--- config.mk ---
export PLATFORM = sky130hd
export DESIGN_NAME = eedac_ctrl
export DESIGN_NICKNAME = d
export VERILOG_FILES = /design/src/rtl/eedac_ctrl.v /design/src/rtl/eedac_sync.v
export VERILOG_INCLUDE_DIRS = /design/src /design/src/shared
export SDC_FILE = /design/constraint.sdc
export NUM_CORES = 1
export LEC_CHECK = 0
export ABC_AREA = 1
export BUFFER_PORTS_ARGS = -buffer_cell sky130_fd_sc_hd__buf_2
export CAP_MARGIN = 20
export CORE_ASPECT_RATIO = 0.5
export CORE_MARGIN = 10
export CORE_UTILIZATION = 64
export CTS_CLUSTER_DIAMETER = 30
export DETAILED_ROUTE_END_ITERATION = 8
export PLACE_DENSITY = 0.8
export SETUP_SLACK_MARGIN = 0.5
export SLEW_MARGIN = 25
export SYNTH_ARGS = -nofsm -noshare
export SYNTH_HDL_FRONTEND = slang
export SYNTH_SLANG_ARGS = --single-unit
--- constraint.sdc ---
create_clock -name ref_clk -period 2.9 [get_ports ref_clk]
set_input_delay 0.58 -clock ref_clk [delete_from_list [all_inputs] [get_ports ref_clk]]
set_output_delay 0.58 -clock ref_clk [all_outputs]
set_load 0.02 [all_outputs]
--- src/shared/eedac_regs.vh ---
// register offsets, field positions and reset values for the data eeprom access controller
// Summary of operation
// - write completion sets eeprom request flag and multi-function request flag
// - vector branch only with global, eeprom, multi-function enables and stack not full
// - servicing clears only the multi-function flag; eeprom flag cleared by firmware
// - control register: read-permit at bit 1, read-start at bit 0
// - control register: write-permit at bit 3, write-start at bit 2
// - hardware clears write-start and read-start when cycle finishes
// - start bit without its permit bit has no effect
// - 64 bytes, 6-bit address, upper two address bits read zero
`ifndef EEDAC_REGS_VH
`define EEDAC_REGS_VH
`define EEDAC_ADDR_OFS      8'h00
`define EEDAC_DATA_OFS      8'h01
`define EEDAC_CTRL_OFS      8'h40
`define EEDAC_CTRL_BANK     2'h1
`define EEDAC_REG_BANK      2'h0
`define EEDAC_BIT_RDSTART   0
`define EEDAC_BIT_RDPERMIT  1
`define EEDAC_BIT_WRSTART   2
`define EEDAC_BIT_WRPERMIT  3
`define EEDAC_ADDR_W        6
`define EEDAC_DEPTH         64
`define EEDAC_RST_BYTE      8'h00
`define EEDAC_RST_CTRL      4'h0
`define EEDAC_RD_CYCLES     2
`endif

--- src/rtl/eedac_ctrl.v ---
// data eeprom access controller: registers, array, read and write sequencing, interrupt flags
`timescale 1ns/1ps
`include "eedac_regs.vh"
module eedac_ctrl #(
    parameter ADDR_W    = `EEDAC_ADDR_W,
    parameter DEPTH     = `EEDAC_DEPTH,
    parameter RD_CYCLES = `EEDAC_RD_CYCLES
) (
    input  wire       ref_clk,
    input  wire       rst,
    input  wire       cpuWrEn,
    input  wire [7:0] cpuAddr,
    input  wire [1:0] bankSelect,
    input  wire [7:0] cpuWrData,
    output reg  [7:0] nvmAddressReg,
    output reg  [7:0] nvmDataReg,
    output reg  [7:0] nvmControlReg,
    output reg        timerStart,
    output reg  [5:0] timerAddr,
    output reg  [7:0] timerData,
    input  wire       timerDone,
    input  wire       eepromIrqEnable,
    input  wire       mfIrqEnable,
    input  wire       globalIrqEnable,
    input  wire       stackFull,
    input  wire       irqAck,
    input  wire       eepromIrqClear,
    output reg        eepromIrqRequest,
    output reg        mfIrqRequest,
    output reg        irqVector
);
    localparam ST_IDLE  = 2'h0;
    localparam ST_READ  = 2'h1;
    localparam ST_WRITE = 2'h2;
    localparam ST_WDONE = 2'h3;

    reg  [7:0]        mem [0:DEPTH-1];
    reg  [1:0]        state_q;
    reg  [3:0]        rdCnt_q;
    reg               doneSeen_q;
    wire              doneSync;
    wire              selAddr;
    wire              selData;
    wire              selCtrl;
    wire              wrDone;
    wire              busy;
    wire [ADDR_W-1:0] memIdx;

    eedac_sync u_sync (
        .ref_clk (ref_clk),
        .rst     (rst),
        .asyncIn (timerDone),
        .syncOut (doneSync)
    );

    assign selAddr = cpuWrEn && (bankSelect == `EEDAC_REG_BANK) && (cpuAddr == `EEDAC_ADDR_OFS);
    assign selData = cpuWrEn && (bankSelect == `EEDAC_REG_BANK) && (cpuAddr == `EEDAC_DATA_OFS);
    assign selCtrl = cpuWrEn && (bankSelect == `EEDAC_CTRL_BANK) && (cpuAddr == `EEDAC_CTRL_OFS);
    assign memIdx  = nvmAddressReg[ADDR_W-1:0];
    // a start still waiting for the sequencer counts too, so a quick rewrite cannot cancel it
    assign busy    = (state_q != ST_IDLE) || nvmControlReg[`EEDAC_BIT_WRSTART] ||
                     nvmControlReg[`EEDAC_BIT_RDSTART];
    assign wrDone  = (state_q == ST_WDONE) && doneSync && !doneSeen_q;

    ////////////////////////////////////////////////////////////////////////
    // array write; only the sequencer touches it
    // latched copies, so a later address change cannot move the cell mid-write
    always @(posedge ref_clk) begin
        if (wrDone) begin
            mem[timerAddr] <= timerData;
        end
    end

    ////////////////////////////////////////////////////////////////////////
    always @(posedge ref_clk or posedge rst) begin
        if (rst) begin
            state_q       <= ST_IDLE;
            rdCnt_q       <= 4'h0;
            doneSeen_q    <= 1'b0;
            nvmAddressReg <= `EEDAC_RST_BYTE;
            nvmDataReg    <= `EEDAC_RST_BYTE;
            nvmControlReg <= `EEDAC_RST_BYTE;
            timerStart    <= 1'b0;
            timerAddr     <= 6'h00;
            timerData     <= 8'h00;
        end else begin
            timerStart <= 1'b0;
            doneSeen_q <= doneSync;
            if (selAddr) begin
                nvmAddressReg <= {{(8-ADDR_W){1'b0}}, cpuWrData[ADDR_W-1:0]};
            end
            // data register frozen while a write is in flight
            if (selData && !busy) begin
                nvmDataReg <= cpuWrData;
            end
            if (selCtrl) begin
                nvmControlReg[7:4] <= 4'h0;
                nvmControlReg[`EEDAC_BIT_WRPERMIT] <= cpuWrData[`EEDAC_BIT_WRPERMIT];
                nvmControlReg[`EEDAC_BIT_RDPERMIT] <= cpuWrData[`EEDAC_BIT_RDPERMIT];
                if (!busy) begin
                    nvmControlReg[`EEDAC_BIT_WRSTART] <= cpuWrData[`EEDAC_BIT_WRSTART] &&
                                                         nvmControlReg[`EEDAC_BIT_WRPERMIT] &&
                                                         !cpuWrData[`EEDAC_BIT_RDSTART];
                    nvmControlReg[`EEDAC_BIT_RDSTART] <= cpuWrData[`EEDAC_BIT_RDSTART] &&
                                                         nvmControlReg[`EEDAC_BIT_RDPERMIT] &&
                                                         !cpuWrData[`EEDAC_BIT_WRSTART];
                end
            end
            case (state_q)
                ST_IDLE: begin
                    if (nvmControlReg[`EEDAC_BIT_WRSTART]) begin
                        state_q    <= ST_WRITE;
                        timerStart <= 1'b1;
                        timerAddr  <= memIdx;
                        timerData  <= nvmDataReg;
                    end else if (nvmControlReg[`EEDAC_BIT_RDSTART]) begin
                        state_q <= ST_READ;
                        rdCnt_q <= 4'h0;
                    end
                end
                ST_READ: begin
                    rdCnt_q <= rdCnt_q + 4'h1;
                    if (rdCnt_q == RD_CYCLES[3:0]) begin
                        nvmDataReg <= mem[memIdx];
                        state_q    <= ST_IDLE;
                        nvmControlReg[`EEDAC_BIT_RDSTART] <= 1'b0;
                    end
                end
                ST_WRITE: begin
                    // wait for the timer to drop its previous done level
                    if (!doneSync) begin
                        state_q <= ST_WDONE;
                    end
                end
                ST_WDONE: begin
                    if (wrDone) begin
                        state_q <= ST_IDLE;
                        nvmControlReg[`EEDAC_BIT_WRSTART] <= 1'b0;
                    end
                end
                default: begin
                    state_q <= ST_IDLE;
                end
            endcase
        end
    end

    ////////////////////////////////////////////////////////////////////////
    always @(posedge ref_clk or posedge rst) begin
        if (rst) begin
            eepromIrqRequest <= 1'b0;
            mfIrqRequest     <= 1'b0;
            irqVector        <= 1'b0;
        end else begin
            irqVector <= 1'b0;
            if (wrDone) begin
                eepromIrqRequest <= 1'b1;
                mfIrqRequest     <= 1'b1;
            end else begin
                if (irqAck) begin
                    mfIrqRequest <= 1'b0;
                end
                if (eepromIrqClear) begin
                    eepromIrqRequest <= 1'b0;
                end
            end
            if (mfIrqRequest && eepromIrqRequest && eepromIrqEnable && mfIrqEnable &&
                globalIrqEnable && !stackFull && !irqAck) begin
                irqVector <= 1'b1;
            end
        end
    end
endmodule

--- src/rtl/eedac_sync.v ---
// three-stage synchroniser for the asynchronous write timer done level
`timescale 1ns/1ps
module eedac_sync (
    input  wire ref_clk,
    input  wire rst,
    input  wire asyncIn,
    output reg  syncOut
);
    reg stage1Q;
    reg stage2Q;
    reg stage3Q;
    always @(posedge ref_clk or posedge rst) begin
        if (rst) begin
            stage1Q <= 1'b0;
            stage2Q <= 1'b0;
            stage3Q <= 1'b0;
            syncOut <= 1'b0;
        end else begin
            stage1Q <= asyncIn;
            stage2Q <= stage1Q;
            stage3Q <= stage2Q;
            // change accepted only once stages two and three agree
            if (stage2Q == stage3Q) begin
                syncOut <= stage3Q;
            end
        end
    end
endmodule

# == Yosys cells after proc, flatten, opt, wreduce, memory -nomap -nowiden ==
# Memories as Yosys holds them, arrays and structs flattened.
# Cells that the tools add are included.
# totals
register_bits,47
mem_bits_rw,512
input_bits,28
out_inout_bits,42
wordCells,97
memories,1
# classes
n_addsub,1
n_eq_ne,14
muxes,28
n_reduce_logical,36
# memory_table
name,words,word_bits,read_ports,rd_clocked_by_memory_dff,wr,line,text
mem,64,8,1,0,1,eedac_ctrl.v:37,reg [7:0] mem [0:DEPTH-1];
# op_table
op,n
2-to-1 mux 8 bit,3
logical AND 1 bit,18
2-to-1 mux 1 bit,15
2-to-1 mux 2 bit,5
inequality test 2 bit (second input constant),5
== test 8 x 1 -> 1 bit (second input constant),1
== test 8 x 7 -> 1 bit (second input constant),1
zero test 8 bit,1
2-to-1 mux 4 bit,2
case mux 2 bit (4 select lines),1
case mux 4 bit (2 select lines),1
nonzero test 2 bit,4
zero test 1 bit,6
adder 4 x 1 -> 4 bit (second input constant),1
== test 2 x 1 -> 1 bit (second input constant),2
== test 2 bit (second input constant),2
== test 4 x 2 -> 1 bit (second input constant),1
zero test 2 bit,2
AND reduction 4 bit,1
2-to-1 mux 3 bit,1
inequality test 3 bit (second input constant),1
AND reduction 3 bit,1
logical OR 1 bit,2
AND reduction 2 bit,1
== test 1 bit,1

# == Longest topological paths before layout ==
# logic_depth
word_depth,8
ltp_mapped,14
depth_no_buf,11

# == By module ==
# Synthesis repeated with hierarchy kept, for this count alone.
# unflattened
hier_cells,2012
area_unflattened_um2,23134.7
# modules_own_cells
mod,n_inst,cells_per_inst,area_per_inst_um2,seq_area_each_um2
eedac_ctrl,1,2003,23014.6,16450.8
eedac_sync,1,9,120.1,100.1

# == Least setup slack after synthesis ==
# No wires, ideal clock.
# synth_timing
kind,register -> register
from,register state_q[1]
to,"memory mem[59][0], enable pin"
setup_ns,0.370
arrival_time_ns,1.498
required_ns,2.530
path_slack_ns,1.031
path_stages_with_launch,7
path_buffers,0
period_less_slack_ns,1.869
path_cell_list,dfrtp_1 -> nand2_1 -> nor3_4 -> inv_2 -> nor2_4 -> nand3_2 -> nor2_1
# synth_via
elab_chain_len,5
# synth_lines
item,line,text
"start, declared",eedac_ctrl.v:38,reg [1:0] state_q;
"start signal, assigned",eedac_ctrl.v:77,state_q <= ST_IDLE;
"start signal, assigned",eedac_ctrl.v:112,state_q <= ST_WRITE;
"start signal, assigned",eedac_ctrl.v:117,state_q <= ST_READ;
== test 2 bit,eedac_ctrl.v:63,assign wrDone = (state_q == ST_WDONE) && doneSync && !doneSeen_q;
logical AND 1 bit (2 in series),eedac_ctrl.v:63,
2-to-1 mux 1 bit,eedac_ctrl.v:69,if (wrDone) begin
2-to-1 mux 1 bit (not written as such),eedac_ctrl.v:70,mem[timerAddr] <= timerData;
"end, declared",eedac_ctrl.v:37,
# No other way between the ends.

# == Final worst setup path ==
# layout_timing
from,register state_q[0]
to,"memory mem[7][7], enable pin"
# The elaborated chain is that of the path after synthesis.

==> metrics.cfg <==
[status]
outcome = completed

[synthesis]
yosys_warnings = 0
synthCells = 2013
synth-simple-area-share = 0.232
synth_top_family_by_area = simple AND/OR/NAND/NOR gates
netlist.area_leader.share = 0.665
synth_xor_xnor_area_share = 0
synth.area.top_cells = edfxtp_1, nand2_1, nand3_1
synth_ff_type = edfxtp_1
synth_top_cell_by_area = edfxtp_1
synth.distinct_cells = 32
syn-cell-area_um2 = 23100
ys_seq_elements = 559
yosys.area_share.adder = 0.00151
synth_edf_count = 512
yosysMostFrequentCell = nand2_1
syn_avg_cell_area_um2 = 11.5
synth_compound_area_frac = 0.00930
synth_common_cells = nand2_1, edfxtp_1, nand3_1, nor2_1, buf_2
synth_seq_area_share = 0.715
postSynth.asyncResetShare = 0.0841
muxShareOfSynthArea = 0

[pwr]
leakage_nw = 10.5
power_density_nw_per_um2 = 669
peakVddDrop_mv = 0.725

[placed_design]
gp_congestion = 0.897
port_buffers = 63
dp_slack_ns = 0.299
hpwl_mm = 34.8

[global_route]
antenna_found_initial = 2
grt_max_degree = 98
grt_pass1_vias = 15800
grt_first_pass_wirelength_mm = 90.8
grt_use_total = 0.266
overflow = 0

[finish]
drive_gt1_frac = 0.130
nFillCells = 2195
fin_nets = 2139
area_growth_pct = 13.5

[sta]
fmax_mhz = 409
final_hold_viol_count = 0
relSlewSlack = 0.416
worst_pin_slew_ns = 0.877
drv_slew = 0
skew_ns = 0.0234
setup_tns_ns = 0
setup_viol = 0
fin_crit_ns = 2.44
fin_crit_sh = 0.843
grt_setup_unrepaired = yes
fin_ws_ns = 0.457

[clock_network]
numCtsBuffers = 60
tritoncts = built
post_cts_buffers = 0
cts_buffer_depth = 3
clk_latency_ns = 0.62
clock-root-buffer = clkbuf_16
htreeDepth = 2
path_clk_slew_ns = 0.06
ctsHoldBuffers = 0
cts_sinks = 559

[setup_path]
max_stage_delay_ns = 0.49
critPathCaptureType = flop
critPathTopFamily = simple AND/OR/NAND/NOR gates
worstSetupPathType = flop to flop
crit_arrival_ns = 2.75
path_cells = nand2_1, nor3_4, inv_2, nor2_4, nand3_2, nor2_1, buf_4
cp-start-kind = flop
cp.required_ns = 3.20
critical_path_buf_inv_count = 2
crit_path_max_fanout = 8
cp_slowest_cell = nand3_2

[run]
drv_cap = 0

[route]
drtPass1Iterations = 6
drc = 0
wirelength_mm = 60.1
wl_per_cell_um = 22.8
antenna_left = 0
viasPerCell = 6.16
drt_iter0_drc = 2331
vias = 16300

[die]
die_area_um2 = 44600
io_pins = 70
die_x_um = 289
start_util = 0.646
core_um2 = 35800
die_y_um = 154
rows = 49

[hold_path]
hold_path_class = input port to flop

## flip-flops by register name (all words and copies together), names as in the netlist, 2 cells and up
| register | cells |
|---|---|
| mem | 512 |
| nvmAddressReg | 6 |
| nvmControlReg | 4 |
| nvmDataReg | 8 |
| rdCnt_q | 4 |
| state_q | 2 |
| timerAddr | 6 |
| timerData | 8 |
## kinds of logic (layout without fill, tap and decap cells)
logic type / after synthesis / count (layout)
AND/OR/NAND/NOR: 1249 / 1249
flip-flops: 559 / 559
buffers and inverters: 163 / 299
AO/OA/AOI/OAI: 38 / 38
adder cells (fa/ha/maj): 3 / 3
other: 1 / 7
## final timing paths
path                                     to  cells after the start           start  slack [ns]
max                               mem[7][7]                      7      state_q[0]        0.46
max in group asynchronous  nvmAddressReg[2]                      3             rst        2.07
min reg2reg                  u_sync.stage2Q                      0  u_sync.stage1Q        0.36
min                          u_sync.stage1Q                      1       timerDone        0.08
min in group asynchronous    u_sync.stage2Q                      2             rst        0.12
max reg2reg                       mem[7][7]                      7      state_q[0]        0.46
## per-layer routing
layer | up-vias | part of all wire | global-route usage
li1 | 7206 | - | -
met2 | 1116 | 0.47 | 0.420
met5 | - | 0.00022 | 0
met3 | 142 | 0.13 | 0.0815
met1 | 7797 | 0.37 | 0.347
met4 | 2 | 0.027 | 0.0948
## final cells by class
type / instances / area (um^2) / share of cell area
Multi-Input combinational cell: 1296 / 5690 / 0.217
Tap cell: 484 / 606 / 0.0231
Clock buffer: 71 / 1560 / 0.0595
Antenna cell: 1 / 2.50 / 0.0000953
Timing Repair Buffer: 149 / 1130 / 0.0431
Clock inverter: 36 / 526 / 0.0200
Inverter: 43 / 174 / 0.00662
Sequential cell: 559 / 16600 / 0.631
## layout by cell type (no fill, tap or decap), drive strengths merged
cell	n
nand2	698
edfxtp	512
nand3	459
buf	147
nor2	79
clkbuf	72
dfrtp	47
inv	46
o21ai	20
clkinv	16
bufinv	10
o211ai	8
nand4	8
clkinvlp	7
a21oi	6
conb	6
o22ai	3
nor3	3
ha	2
diode	1
nor4b	1
a31oi	1
maj3	1
nor4	1
bufbuf	1
## where the power goes
part / switching, mW / total, mW / internal, mW
Sequential: 0.0981 / 8.86 / 8.77
Clock: 3.22 / 8.01 / 4.78
Combinational: 0.474 / 0.692 / 0.218
## what timing repair did
item                       CTS  global route
resized for setup           12            13
setup endpoints to repair   66           159
pin swaps                    0             0
gates cloned                 1             0
## through the flow
stage	hold WS, ns	cells	total power [mW]	instance area, um^2	utilization
6_report	0.0801	2639	17.6	26300	0.734
5_1_grt	0.0543	2638	18.0	26300	0.734
4_1_cts	0.0610	2638	17.6	26200	0.732
3_5_place_dp	0.336	2530	9.70	24000	0.672
3_3_place_gp	0.332	2530	9.68	24000	0.672
2_1_floorplan	0.331	2018	9.47	23200	-
(Power assumes the default switching activity.)
